<file path="src/logic/sdlc_regs.svh">
// constants for the serial converter load control block
`ifndef SDLC_REGS_SVH
`define SDLC_REGS_SVH
`define SDLC_WORD_BITS 16
`define SDLC_CODE_BITS 13
`define SDLC_CMD_MSB 15
`define SDLC_CMD_LSB 13
`define SDLC_CODE_MSB 12
`define SDLC_BIT_CNT_W 5
`define SDLC_CODE_RESET 13'h0000
`define SDLC_SETTLE_NS 20000
`define SDLC_CLK_NS 40
`define SDLC_SETTLE_CYCLES ((`SDLC_SETTLE_NS + `SDLC_CLK_NS - 1) / `SDLC_CLK_NS)
`define SDLC_SETTLE_CNT_W 10
// wishbone register offsets (byte addresses)
`define SDLC_ADDR_INPUT 8'h00
`define SDLC_ADDR_CONV 8'h04
`define SDLC_ADDR_STATUS 8'h08
`define SDLC_ADDR_CTRL 8'h0C
`define SDLC_ADDR_COUNT 8'h10
// status bit positions
`define SDLC_ST_SHDN 0
`define SDLC_ST_SETTLED 1
`define SDLC_ST_ACTIVE 2
`endif

</file>
<file path="src/logic/sdlc_pkg.sv">
// types for the serial converter load control block
package sdlc_pkg;
    typedef enum logic [2:0] {
        SDLC_OP_LOAD_BOTH = 3'h0,
        SDLC_OP_LOAD_INPUT = 3'h1,
        SDLC_OP_RECALL = 3'h2,
        SDLC_OP_IDLE = 3'h3
    } sdlc_op_t;
    typedef struct packed {
        logic select_n;
        logic sclk;
        logic sdata;
    } sdlc_link_t;
    typedef struct packed {
        logic cyc;
        logic stb;
        logic we;
        logic [7:0] adr;
        logic [3:0] sel;
        logic [31:0] dat;
    } sdlc_wb_req_t;
    typedef enum logic [1:0] {
        SDLC_ST_IDLE = 2'b01,
        SDLC_ST_SHIFT = 2'b10
    } sdlc_state_t;
endpackage

</file>
<file path="src/logic/sdlc_top.sv">
// serial converter load control: 3-wire link front end with wishbone status
//
// Contract
// - three command bits then 13 code bits, msb first
// - bits gather in a 16-bit shift register
// - select high ignores clock and data
// - data sampled on each rising serial clock
// - word acts on rising edge of select
// - load input, load converter, or copy input
// - command bits all ones enter shutdown
// - shutdown floats amplifier and reference, link active
// - input register kept through shutdown
// - recall or converter update leaves shutdown
// - code is unsigned binary 0 to 8191
// - command x00 loads both, leaves shutdown
// - command x01 loads input register only
// - x10 copies input to converter; 011 idles
// - reset clears input and converter registers
//
// Local design decisions: the Wishbone register port and the register offsets.
`timescale 1ns/100ps
`include "sdlc_regs.svh"
module sdlc_top #(
    parameter int SETTLE_CYCLES = `SDLC_SETTLE_CYCLES
) (
    // clock and reset
    input wire logic clk,
    input wire logic rst_n,
    // 3-wire link pins
    input wire sdlc_pkg::sdlc_link_t link_in,
    // wishbone slave
    input wire sdlc_pkg::sdlc_wb_req_t wb_req,
    output logic [31:0] wb_dat_o,
    output logic wb_ack_o,
    // converter side
    output logic [`SDLC_CODE_BITS-1:0] code_value,
    output logic analog_enable,
    output logic settled
);
    import sdlc_pkg::*;

    // pin positions inside the synchronised link vector
    localparam int PIN_SEL = 2;
    localparam int PIN_SCLK = 1;
    localparam int PIN_DATA = 0;

    // word geometry, kept next to the decode that relies on it
    localparam int WORD_BITS = `SDLC_WORD_BITS;
    localparam int CODE_BITS = `SDLC_CODE_BITS;
    localparam int CNT_W = `SDLC_BIT_CNT_W;

    // command decode: middle and low command bits pick the action, except shutdown, which needs all three bits set
    function automatic logic cmd_loads_both(input logic [2:0] c);
        return !c[1] && !c[0];
    endfunction

    function automatic logic cmd_loads_input(input logic [2:0] c);
        return !c[1] && c[0];
    endfunction

    function automatic logic cmd_recalls(input logic [2:0] c);
        return c[1] && !c[0];
    endfunction

    function automatic logic cmd_sleeps(input logic [2:0] c);
        return c == 3'h7;
    endfunction

    // only commands that touch the converter register end shutdown
    function automatic logic cmd_wakes(input logic [2:0] c);
        return cmd_loads_both(c) || cmd_recalls(c);
    endfunction

    // two-stage synchronisers for the pins; first stage feeds only the second
    logic [2:0] pin_meta;
    logic [2:0] pin_sync;

    // pins belong to another domain; reset parks them at the idle-high level
    always_ff @(posedge clk) begin
        if (!rst_n) begin
            pin_meta <= 3'h7;
            pin_sync <= 3'h7;
        end else begin
            pin_meta <= link_in;
            pin_sync <= pin_meta;
        end
    end

    // previous synchronised levels for edge detection
    logic sclk_prev;
    logic sel_prev;

    // reset value matches the synchroniser reset so no false edge follows reset
    always_ff @(posedge clk) begin
        if (!rst_n) begin
            sclk_prev <= 1'b1;
            sel_prev <= 1'b1;
        end else begin
            sclk_prev <= pin_sync[PIN_SCLK];
            sel_prev <= pin_sync[PIN_SEL];
        end
    end

    // synchronised pin levels
    wire select_n_s = pin_sync[PIN_SEL];
    wire sclk_s = pin_sync[PIN_SCLK];
    wire sdata_s = pin_sync[PIN_DATA];

    // edges; a clock edge counts only while select is low
    wire sclk_rise = sclk_s && !sclk_prev && !select_n_s;
    wire sel_rise = select_n_s && !sel_prev;

    // shift state
    sdlc_state_t state;
    logic [WORD_BITS-1:0] shift_word;
    logic [CNT_W-1:0] bit_cnt;

    // double-buffered registers and power state
    logic [CODE_BITS-1:0] input_reg;
    logic shutdown;
    logic ctrl_hold;

    // settle timer and statistics
    logic [`SDLC_SETTLE_CNT_W-1:0] settle_cnt;
    logic [15:0] word_count;
    logic [15:0] drop_count;

    // shift enable; count saturates at 17 so an overrun stays rejected
    wire frame_open = (state == SDLC_ST_SHIFT);
    wire shift_en = frame_open && sclk_rise;
    wire bit_room = !bit_cnt[4] || (bit_cnt[3:0] == 4'h0);

    // word decode at the select edge
    wire [2:0] cmd = shift_word[`SDLC_CMD_MSB:`SDLC_CMD_LSB];
    wire [CODE_BITS-1:0] code_bits = shift_word[`SDLC_CODE_MSB:0];
    wire word_full = (bit_cnt == 5'(`SDLC_WORD_BITS));
    wire frame_end = sel_rise && frame_open;
    wire word_go = frame_end && word_full && !ctrl_hold;
    wire word_drop = frame_end && (!word_full || ctrl_hold);

    // action strobes, one per command class
    wire do_load_both = word_go && cmd_loads_both(cmd);
    wire do_load_in = word_go && cmd_loads_input(cmd);
    wire do_recall = word_go && cmd_recalls(cmd);
    wire do_shdn = word_go && cmd_sleeps(cmd);
    wire wake = word_go && cmd_wakes(cmd);

    // next values; wake and shutdown never come from the same word
    wire next_enable = !(do_shdn || (shutdown && !wake));
    wire settle_last = (settle_cnt == 10'(SETTLE_CYCLES - 1));

    // link state machine: idle while select high, shifting while low
    always_ff @(posedge clk) begin
        if (!rst_n) begin
            state <= SDLC_ST_IDLE;
        end else begin
            unique case (state)
                SDLC_ST_IDLE: state <= select_n_s ? SDLC_ST_IDLE : SDLC_ST_SHIFT;
                SDLC_ST_SHIFT: state <= select_n_s ? SDLC_ST_IDLE : SDLC_ST_SHIFT;
                default: state <= SDLC_ST_IDLE;
            endcase
        end
    end

    // shift register, msb arrives first
    always_ff @(posedge clk) begin
        if (!rst_n) begin
            shift_word <= 16'h0000;
        end else if (shift_en) begin
            shift_word <= {shift_word[14:0], sdata_s};
        end
    end

    // bit counter, cleared between frames
    always_ff @(posedge clk) begin
        if (!rst_n) begin
            bit_cnt <= 5'h00;
        end else if (!frame_open) begin
            bit_cnt <= 5'h00;
        end else if (shift_en && bit_room) begin
            bit_cnt <= bit_cnt + 5'h01;
        end
    end

    // input register: survives shutdown untouched
    always_ff @(posedge clk) begin
        if (!rst_n) begin
            input_reg <= `SDLC_CODE_RESET;
        end else if (do_load_both || do_load_in) begin
            input_reg <= code_bits;
        end
    end

    // converter register: direct load or copy from the input register
    always_ff @(posedge clk) begin
        if (!rst_n) begin
            code_value <= `SDLC_CODE_RESET;
        end else if (do_load_both || do_recall) begin
            code_value <= do_load_both ? code_bits : input_reg;
        end
    end

    // shutdown flag; a waking word wins over anything else
    always_ff @(posedge clk) begin
        if (!rst_n) begin
            shutdown <= 1'b0;
        end else if (wake || do_shdn) begin
            shutdown <= !wake;
        end
    end

    // analog enable low floats amplifier and reference
    always_ff @(posedge clk) begin
        if (!rst_n) begin
            analog_enable <= 1'b1;
        end else begin
            analog_enable <= next_enable;
        end
    end

    // settle timer after reset or wake; helps the host honour the wait
    always_ff @(posedge clk) begin
        if (!rst_n) begin
            settle_cnt <= 10'h000;
            settled <= 1'b0;
        end else if (wake) begin
            settle_cnt <= 10'h000;
            settled <= 1'b0;
        end else if (!settled) begin
            settle_cnt <= settle_cnt + 10'h001;
            settled <= settle_last;
        end
    end

    // accepted words; wraps silently, software reads differences
    always_ff @(posedge clk) begin
        if (!rst_n) begin
            word_count <= 16'h0000;
        end else if (word_go) begin
            word_count <= word_count + 16'h0001;
        end
    end

    // discarded words: wrong length or held by software
    always_ff @(posedge clk) begin
        if (!rst_n) begin
            drop_count <= 16'h0000;
        end else if (word_drop) begin
            drop_count <= drop_count + 16'h0001;
        end
    end

    // wishbone request; ack blocks a second take, so one idle cycle is needed
    wire wb_live = wb_req.cyc && wb_req.stb;
    wire wb_hit = wb_live && !wb_ack_o;

    // address decode
    wire hit_input = (wb_req.adr == `SDLC_ADDR_INPUT);
    wire hit_conv = (wb_req.adr == `SDLC_ADDR_CONV);
    wire hit_status = (wb_req.adr == `SDLC_ADDR_STATUS);
    wire hit_ctrl = (wb_req.adr == `SDLC_ADDR_CTRL);
    wire hit_count = (wb_req.adr == `SDLC_ADDR_COUNT);
    wire wb_wr_ctrl = wb_hit && wb_req.we && hit_ctrl && wb_req.sel[0];

    // read words; unmapped addresses read zero
    wire [31:0] status_word = {29'h0, frame_open, settled, shutdown};
    wire [31:0] rd_input = {19'h0, input_reg};
    wire [31:0] rd_conv = {19'h0, code_value};
    wire [31:0] rd_ctrl = {31'h0, ctrl_hold};
    wire [31:0] rd_count = {drop_count, word_count};
    wire [31:0] rd_mux =
        hit_input ? rd_input :
        hit_conv ? rd_conv :
        hit_status ? status_word :
        hit_ctrl ? rd_ctrl :
        hit_count ? rd_count : 32'h0;

    // ack and read data stand for one cycle, data zero otherwise
    always_ff @(posedge clk) begin
        if (!rst_n) begin
            wb_ack_o <= 1'b0;
            wb_dat_o <= 32'h0;
        end else begin
            wb_ack_o <= wb_hit;
            wb_dat_o <= wb_hit ? rd_mux : 32'h0;
        end
    end

    // control register: hold bit makes the link discard every word
    always_ff @(posedge clk) begin
        if (!rst_n) begin
            ctrl_hold <= 1'b0;
        end else if (wb_wr_ctrl) begin
            ctrl_hold <= wb_req.dat[0];
        end
    end
endmodule

</file>
<file path="config.mk">
export PLATFORM = sky130hd
export DESIGN_NAME = sdlc_top
export DESIGN_NICKNAME = d
export VERILOG_FILES = /design/src/logic/sdlc_pkg.sv /design/src/logic/sdlc_top.sv
export VERILOG_INCLUDE_DIRS = /design/src /design/src/logic
export SDC_FILE = /design/constraint.sdc
export NUM_CORES = 1
export LEC_CHECK = 0
export ABC_AREA = 1
export BUFFER_PORTS_ARGS = -buffer_cell sky130_fd_sc_hd__buf_4
export CORE_MARGIN = 2
export CORE_UTILIZATION = 56
export CTS_BUF_LIST = sky130_fd_sc_hd__clkbuf_16
export CTS_CLUSTER_SIZE = 28
export DETAILED_ROUTE_END_ITERATION = 8
export PLACE_DENSITY = 0.82
export SYNTH_ARGS = -nofsm -noshare
export SYNTH_HDL_FRONTEND = slang
export SYNTH_SLANG_ARGS = --single-unit
export TNS_END_PERCENT = 10
</file>
<file path="constraint.sdc">
create_clock -name clk -period 1.9 [get_ports clk]
set_input_delay 0.38 -clock clk [delete_from_list [all_inputs] [get_ports clk]]
set_output_delay 0.38 -clock clk [all_outputs]
set_load 0.01 [all_outputs]
</file>
==> results.sh, run 1 <==
export IMPL_synth_edff_count=0
export IMPL_clkPwrFrac_pct=49.0
export IMPL_n_fill_cell=774
export IMPL_io_pins=100
export IMPL_ys_top_cells_by_count="nand2_1 (148), dfxtp_1 (136), nor2_1 (115)"
export IMPL_multi_input_comb_area_mm2=0.00269
export IMPL_synth_largest_area_cell="dfxtp_1"
export IMPL_cp_data_required_time_ps=2250
export IMPL_insertion_delay_ps=420
export IMPL_regMostFlops="wb_dat_o"
export IMPL_internal_power_mw=4.67
export IMPL_critPathCaptureType="flop"
export IMPL_p_per_area_mw_per_mm2=851
export IMPL_period_share_pct=87.5
export IMPL_rsz0062_at_grt="false"
export IMPL_rows=37
export IMPL_fin_nets=901
export IMPL_seq_power_share_pct=48.4
export IMPL_post_cts_setup_buffers=0
export IMPL_crit_arrival_ps=2010
export IMPL_final_setup_tns_ps=0
export IMPL_critPathKind="reg -> reg"
export IMPL_io_buffers=65
export IMPL_slew_headroom_pct=67.1
export IMPL_maxSlewViolCount=0
export IMPL_via_count=5514
export IMPL_cts_hold_buffers=0
export IMPL_postSynthNetCount=826
export IMPL_antennaDiodeCount=0
export IMPL_max_freq_mhz=601
export IMPL_ys_ff_latch=136
export IMPL_tightest_slew_ps=492
export IMPL_path_max_fanout=11
export IMPL_outcome="completed"
export IMPL_grt_use_total_pct=26.8
export IMPL_power_leakage_nw=2.58
export IMPL_fin_skew_ps=8.49
export IMPL_seqCellArea_mm2=0.00272
export IMPL_path_clk_slew_ps=60
export IMPL_cts_buffers=17
export IMPL_floorplan_initialDensity_pct=56.8
export IMPL_largest_register_ffs=32
export IMPL_drt_initial_drc_count=345
export IMPL_dr_pass1_iters=5
export IMPL_routed_wl_um=14300
export IMPL_grt_max_degree=27
export IMPL_avgSynthCellArea_um2=7.54
export IMPL_cts_max_level=4
export IMPL_ys_seq_area_share_pct=47.0
export IMPL_drive_above_1_share_pct=15.8
export IMPL_synth_area_top_cells="dfxtp_1 (47%), nand2_1 (9.6%), nor2_1 (7.5%), a21oi_1 (6.4%), o21ai_0 (5.1%)"
export IMPL_hold_class="in -> reg"
export IMPL_vdd_ir_drop_worst_v=0.000798
export IMPL_synth_async_reset_ratio_pct=0
export IMPL_swShare_pct=21.3
export IMPL_yosysUniqueCellTypes=37
export IMPL_utilization_pct=68.5
export IMPL_antenna_found_initial=0
export IMPL_synthesis_area_mm2=0.00579
export IMPL_grt_pass1_vias=5244
export IMPL_cts_tree="built"
export IMPL_power_switching_mw=1.27
export IMPL_vias_per_cell=5.56
export IMPL_drt_wirelength_per_cell_um=14.4
export IMPL_die_area_mm2=0.0112
export IMPL_grt_pass1_wl_um=23900
export IMPL_drc=0
export IMPL_hold_viol=0
export IMPL_ant_nets=0
export IMPL_cts_sinks=136
export IMPL_maxCapViolations=0
export IMPL_comb_power_share_pct=2.6
export IMPL_crit_path_start_kind="flop"
export IMPL_cts_root_buf="clkbuf_16"
export IMPL_post_cts_resized=0
export IMPL_die_w_um=106
export IMPL_yosysWarnings=0
export IMPL_area_growth_pct=20.5
export IMPL_netlist_instances=768
export IMPL_synth_top_area_share_pct=47.0
export IMPL_gp_congestion=0.883
export IMPL_yosys_most_used_dff="dfxtp_1"
export IMPL_cts_max_path_buffers=2
export IMPL_die_height_um=106
export IMPL_hpwl_um=9900
export IMPL_final_min_clock_period_ps=1660
export IMPL_synth_most_common_cell="nand2_1"
export IMPL_core_mm2=0.0102
export IMPL_setup_violations=0
export IMPL_overflow=0
-- logic make-up (layout without fill, tap and decap cells) --
family	Yosys count	count (layout)	share of synthesized area, %
simple gates	370	370	28.5
compound gates	147	147	13.2
flops	136	136	47.0
buf+inv	89	176	6.57
mux	13	13	2.25
xor+xnor	7	7	1.06
fa+ha+maj	6	6	1.30
-- layout make-up --
class / count / area share, %
well taps: 136 / 2.44
repair buffers: 86 / 9.43
clock buffers: 17 / 6.10
multi-input cells: 543 / 38.5
inverters: 59 / 3.17
flip-flops and latches: 136 / 39.0
clock inverters: 14 / 1.34
-- critical path: stages (launching register included) --
cell	delay, ps
dfxtp_1	300
inv_1	40
ha_1	270
inv_2	80
nor2_2	30
nand2_2	100
inv_2	60
nand2_1	280
buf_4	220
nand2_1	60
a21oi_1	160
-- placed cells by master (no fill, tap or decap), types with 2 or more instances in the layout --
master | Yosys | layout
nor3_4 | 2 | 2
nand3_1 | 52 | 52
nand2_4 | 2 | 2
inv_1 | 54 | 56
nor2_2 | 2 | 2
buf_4 | 2 | 85
clkinv_1 | 0 | 6
clkbuf_16 | 0 | 17
clkinvlp_4 | 0 | 2
xnor2_1 | 2 | 2
nor2_1 | 115 | 115
inv_2 | 5 | 5
nand2_2 | 2 | 2
nor3_1 | 11 | 11
nor2_4 | 2 | 2
nand2_1 | 148 | 148
nor3b_1 | 2 | 2
or2_2 | 7 | 7
xor2_1 | 5 | 5
clkinv_2 | 0 | 2
o21ai_0 | 59 | 59
nand4_1 | 19 | 19
dfxtp_1 | 136 | 136
ha_1 | 6 | 6
mux2i_1 | 13 | 13
a21oi_1 | 74 | 74
o211ai_1 | 10 | 10
-- path summary, 6_finish.rpt --
kind	depth (start not counted)	slack (ps)	to	startpoint
max	10	240	drop_count[7]	state[0]
min	2	140	pin_meta[1]	link_in[1]
max reg2reg	10	240	drop_count[7]	state[0]
min reg2reg	1	410	pin_sync[0]	pin_meta[0]
-- per-stage QoR --
| step | hold WS [ps] | worst slack [ps] | power [mW] | cell area, µm² | cells |
|---|---|---|---|---|---|
| after floorplan | 393 | 444 | 3.02 | 5790 | 768 |
| after global placement | 397 | 281 | 3.08 | 6460 | 960 |
| after detailed placement | 400 | 244 | 3.09 | 6460 | 960 |
| after CTS | 134 | 244 | 5.96 | 6980 | 991 |
| after global routing | 132 | 62.8 | 6.11 | 6980 | 991 |
| final | 141 | 237 | 5.94 | 6980 | 991 |
-- layer usage --
layer | part of all wire [%] | vias to the layer above | track usage (%)
li1 | - | 2699 | -
met5 | 0 | - | 0
met3 | 6.9 | 27 | 6.80
met4 | 1.8 | 0 | 10.9
met1 | 41 | 2564 | 31.5
met2 | 51 | 224 | 46.6
-- power groups by stage --
stage               Clock (mW)  Sequential, mW  Combinational, mW
CTS                       2.93            2.88              0.153
detailed placement           0            2.94              0.152
global placement             0            2.94              0.146
floorplan                    0            2.94             0.0867
global route              3.07            2.88              0.171
finish                    2.91            2.88              0.154
No activity file was read; power rests on OpenSTA's default activity.
==> run 2: changes to the inputs <==
Settings changed: ABC_AREA 1 to 0, CORE_UTILIZATION 56 to 55, PLACE_DENSITY 0.82 to 0.81.
==> results.sh, run 2 <==
export IMPL_outcome="finished with violations"
export IMPL_violations="negative setup slack"
export IMPL_synth_async_reset_ratio_pct=0
export IMPL_vias_per_cell=5.69
export IMPL_synth_most_common_cell="dfxtp_1"
export IMPL_antenna_found_initial=0
export IMPL_crit_arrival_ps=2350
export IMPL_die_area_mm2=0.0107
export IMPL_setup_violations=6
export IMPL_tightest_slew_ps=426
export IMPL_internal_power_mw=4.79
export IMPL_maxCapViolations=0
export IMPL_ys_seq_area_share_pct=50.0
export IMPL_synth_area_top_cells="dfxtp_1 (50%), nand2_1 (4.6%), a21oi_1 (4.2%), mux2i_1 (4.2%), o21ai_0 (3.8%)"
export IMPL_hold_class="in -> reg"
export IMPL_seq_power_share_pct=46.2
export IMPL_n_fill_cell=717
export IMPL_maxSlewViolCount=0
export IMPL_rows=36
export IMPL_synth_largest_area_cell="dfxtp_1"
export IMPL_grt_pass1_vias=4300
export IMPL_antennaDiodeCount=0
export IMPL_hpwl_um=8840
export IMPL_ys_top_cells_by_count="dfxtp_1 (136), nand2_1 (66), nor2_1 (49)"
export IMPL_regMostFlops="wb_dat_o"
export IMPL_period_share_pct=105
export IMPL_final_cell_area_mm2=0.00693
export IMPL_crit_path_start_kind="flop"
export IMPL_yosysWarnings=0
export IMPL_comb_power_share_pct=2.4
export IMPL_overflow=0
export IMPL_post_cts_setup_buffers=0
export IMPL_max_freq_mhz=500
export IMPL_drt_initial_drc_count=212
export IMPL_synth_top_area_share_pct=50.0
export IMPL_cp_data_required_time_ps=2250
export IMPL_seqCellArea_mm2=0.00272
export IMPL_cp_cell_sequence="inv_2 -> ha_4 -> or3b_4 -> or4_4 -> or4_1 -> a21oi_1"
export IMPL_ys_ff_latch=136
export IMPL_vdd_ir_drop_worst_v=0.000509
export IMPL_grt_pass1_wl_um=20400
export IMPL_die_w_um=103
export IMPL_netlist_instances=609
export IMPL_critPathKind="reg -> reg"
export IMPL_critPathCaptureType="flop"
export IMPL_ant_nets=0
export IMPL_cp_num_buf_inv=1
export IMPL_fin_skew_ps=10.6
export IMPL_hold_viol=0
export IMPL_path_max_fanout=9
export IMPL_dp_cells=807
export IMPL_final_cell_mix="dfxtp_1 (135), buf_4 (101), nand2_1 (66)"
export IMPL_insertion_delay_ps=420
export IMPL_avgSynthCellArea_um2=8.94
export IMPL_worst_slack_ps=-100
export IMPL_cts_sinks=136
export IMPL_cts_buffers=17
export IMPL_largest_register_ffs=32
export IMPL_cts_root_buf="clkbuf_16"
export IMPL_power_leakage_nw=2.62
export IMPL_core_mm2=0.00968
export IMPL_io_buffers=65
export IMPL_slew_headroom_pct=71.2
export IMPL_drive_above_1_share_pct=22.5
export IMPL_cts_tree="built"
export IMPL_rsz0062_at_grt="true"
export IMPL_dr_pass1_iters=5
export IMPL_die_height_um=103
export IMPL_drc=0
export IMPL_via_count=4771
export IMPL_routed_wl_um=13000
export IMPL_cts_max_level=4
export IMPL_postSynthNetCount=667
export IMPL_instances_no_fill=839
export IMPL_clkPwrFrac_pct=51.3
export IMPL_io_pins=100
export IMPL_yosys_most_used_dff="dfxtp_1"
export IMPL_cts_max_path_buffers=2
export IMPL_drt_wirelength_per_cell_um=15.5
export IMPL_grt_max_degree=40
export IMPL_power_switching_mw=1.44
export IMPL_synthesis_area_mm2=0.00544
export IMPL_path_clk_slew_ps=60
export IMPL_swShare_pct=23.1
export IMPL_place_area_mm2=0.00629
export IMPL_area_growth_pct=27.3
export IMPL_multi_input_comb_area_mm2=0.00259
export IMPL_path_delay_family="simple AND/OR/NAND/NOR gates"
export IMPL_final_min_clock_period_ps=2000
export IMPL_fin_nets=751
export IMPL_yosysUniqueCellTypes=49
export IMPL_gp_congestion=0.921
export IMPL_p_per_area_mw_per_mm2=898
export IMPL_synth_edff_count=0
export IMPL_max_stage_delay_ps=490
export IMPL_layout_commonest_cell="dfxtp_1"
export IMPL_grt_use_total_pct=25.0
export IMPL_final_setup_tns_ps=-337
export IMPL_worst_path_max_delay_cell="or4_4"
export IMPL_floorplan_initialDensity_pct=56.2
==> run 2: through the flow <==
step                      power, mW  worst slack [ps]  utilization [%]  hold slack, ps
after detailed placement       3.09              -216             65.0             403
after global routing           6.42              -158             71.5             131
after floorplan                3.01              -103                -             386
after global placement         3.08              -155             65.0             389
final                          6.22              -100             71.5             146
after CTS                      6.26              -103             71.2             132
==> run 2: worst reg2reg max path: cells and delay by family (launching register included) <==
family | cells | cell delay (ps)
simple gates | 3 | 1300
flops | 1 | 320
compound gates | 1 | 130
fa+ha+maj | 1 | 120
buf+inv | 1 | 60
==> run 2: logic make-up after synthesis <==
kind of cell	share of synthesized area, %
AO/OA/AOI/OAI	14.1
XOR/XNOR	3.38
adder cells (fa/ha/maj)	1.38
buffers and inverters	3.59
flip-flops	50.0
multiplexers	4.23
AND/OR/NAND/NOR	23.3
==> run 2: routing by layer <==
layer  vias to the layer above  part of all wire [%]  global-route usage [%]  wire [µm]
li1                       2327                     -                       -          -
met1                      2258                    42                    30.9       5490
met2                       158                    49                    40.8       6400
met3                        28                   5.8                    6.38        753
met4                         0                   2.5                    11.7        329
met5                         -                     0                       0          0
==> run 2: area by class of cell <==
type	instances	share of cell area (%)
sequential	136	39.3
multi-input combinational	422	37.4
timing repair buffer	105	11.8
clock buffer	17	6.14
tap	133	2.40
clock inverter	15	2.26
inverter	11	0.596
==> run 2: repair_timing <==
item / 4_1_cts / 5_1_grt
gates cloned: 0 / 0
pin swaps: 4 / 2
setup endpoints to repair: 38 / 36
hold buffers: 0 / 0
hold endpoints to repair: 0 / 0
gates resized for setup: 7 / 7
==> run 2: power groups by stage <==
stage	registers [mW]	logic, mW	clock network, mW
final	2.88	0.151	3.19
after global routing	2.88	0.163	3.38
after CTS	2.88	0.149	3.23
after detailed placement	2.94	0.148	0
after global placement	2.94	0.143	0
after floorplan	2.94	0.0730	0
==> run 2: path summary, 6_finish.rpt <==
check | from | to | slack, ps | cells past startpoint
max | bit_cnt[0] | word_count[15] | -100 | 6
min | link_in[1] | pin_meta[1] | 150 | 2
max reg2reg | bit_cnt[0] | word_count[15] | -100 | 6
min reg2reg | pin_meta[2] | pin_sync[2] | 410 | 1
==> run 3: changes to the inputs <==
Settings changed: CORE_UTILIZATION 55 to 45, PLACE_DENSITY 0.81 to 0.69.
Clock period 1.9 ns to 2 ns, I/O delays scaled along.
==> results.sh, run 3 (synthesis results as in run 2) <==
export IMPL_outcome="finished with violations"
export IMPL_violations="negative setup slack"
export IMPL_tightest_slew_ps=466
export IMPL_r2r_end="word_count[15]"
export IMPL_final_min_clock_period_ps=2000
export IMPL_cts_max_level=4
export IMPL_r2r_start="bit_cnt[0]"
export IMPL_critPathCaptureType="flop"
export IMPL_multi_input_comb_area_mm2=0.00256
export IMPL_worst_slack_ps=-4.26
export IMPL_hpwl_um=9060
export IMPL_crit_start="bit_cnt[0]"
export IMPL_crit_arrival_ps=2350
export IMPL_hold_viol=0
export IMPL_dp_cells=816
export IMPL_floorplan_initialDensity_pct=45.7
export IMPL_p_per_area_mw_per_mm2=852
export IMPL_antennaDiodeCount=0
export IMPL_power_leakage_nw=2.61
export IMPL_cts_root_buf="clkbuf_16"
export IMPL_vias_per_cell=5.47
export IMPL_utilization_pct=57.8
export IMPL_cts_buffers=17
export IMPL_insertion_delay_ps=410
export IMPL_io_buffers=65
export IMPL_dr_pass1_iters=5
export IMPL_cts_tree="built"
export IMPL_ff2ff_path_depth=6
export IMPL_die_area_mm2=0.0130
export IMPL_drive_above_1_share_pct=20.1
export IMPL_rows=40
export IMPL_grt_pass1_vias=4362
export IMPL_ant_nets=0
export IMPL_via_count=4646
export IMPL_layout_commonest_cell="dfxtp_1"
export IMPL_path_max_fanout=8
export IMPL_die_w_um=114
export IMPL_critPathKind="reg -> reg"
export IMPL_grt_max_degree=41
export IMPL_fin_skew_ps=6.80
export IMPL_cts_max_path_buffers=2
export IMPL_final_setup_tns_ps=-4.26
export IMPL_vdd_ir_drop_worst_v=0.000513
export IMPL_dp_worst_setup_slack_ps=-162
export IMPL_regMostFlops="wb_dat_o"
export IMPL_min_from="link_in[1]"
export IMPL_fin_nets=748
export IMPL_r2r_slack_ps=-4
export IMPL_die_height_um=114
export IMPL_cts_hold_buffers=0
export IMPL_core_mm2=0.0119
export IMPL_period_share_pct=100
export IMPL_power_mw=5.86
export IMPL_routed_wl_um=13000
export IMPL_area_growth_pct=26.5
export IMPL_n_fill_cell=1036
export IMPL_rsz0062_at_grt="true"
export IMPL_grt_use_total_pct=20.6
export IMPL_path_clk_slew_ps=60
export IMPL_slew_headroom_pct=68.9
export IMPL_final_cell_mix="dfxtp_1 (135), buf_4 (98), nand2_1 (66)"
export IMPL_gp_congestion=0.924
export IMPL_io_pins=100
export IMPL_antenna_found_initial=0
export IMPL_instances_no_fill=850
export IMPL_maxSlewViolCount=0
export IMPL_drt_wirelength_per_cell_um=15.3
export IMPL_setup_violations=1
export IMPL_drc=0
export IMPL_maxCapViolations=0
export IMPL_largest_register_ffs=32
export IMPL_crit_path_start_kind="flop"
export IMPL_crit_end="word_count[15]"
export IMPL_overflow=0
export IMPL_cts_sinks=136
export IMPL_cp_data_required_time_ps=2340
export IMPL_grt_pass1_wl_um=21000
export IMPL_seqCellArea_mm2=0.00272
export IMPL_hold_class="in -> reg"
export IMPL_max_freq_mhz=499
export IMPL_drt_initial_drc_count=329
run 3: critical path, stage by stage (launching register included):
cell and delay (ps):
dfxtp_2 320, inv_1 50, ha_1 140, or3b_4 410
or4_4 480, or4_1 410, a21oi_1 120
run 3: stage by stage:
stage                     cell area, µm²  hold slack, ps
after floorplan                     5460             386
after global placement              6260             390
after detailed placement            6260             398
after CTS                           6840             158
after global routing                6890             162
final                               6890             172
run 3: report_power, final:
group | switching (mW) | internal [mW]
Combinational | 0.0799 | 0.0558
Clock | 1.08 | 1.91
Sequential | 0.00967 | 2.72
run 3: layout make-up:
cell class              count  share of cell area, %
inverters                  11                  0.600
flip-flops and latches    136                   39.6
clock inverters            15                   2.09
well taps                 147                   2.67
repair buffers            102                   11.7
multi-input cells         422                   37.2
clock buffers              17                   6.18
run 3: routing by layer:
layer | up-vias | track usage (%) | share of wire [%]
met5 | - | 0 | 0
met4 | 0 | 9.59 | 2.7
met3 | 28 | 5.42 | 5.0
met2 | 117 | 33.0 | 47
met1 | 2186 | 26.1 | 45
li1 | 2315 | - | -
run 3: worst min-delay path by stage:
| stage | depth (start not counted) | slack, ps | end |
|---|---|---|---|
| final | 2 | 170 | pin_meta[1] |
| after global placement | 1 | 390 | pin_sync[1] |
| after CTS | 2 | 160 | pin_meta[1] |
| after floorplan | 1 | 390 | pin_sync[0] |
| after detailed placement | 1 | 400 | pin_sync[1] |
| after global routing | 2 | 160 | pin_meta[2] |
run 3: repair_timing:
action,CTS,global route
gates cloned,0,1
pin swaps,2,2
buffers inserted,0,1
gates resized for setup,3,3
endpoints found under the setup margin,8,32
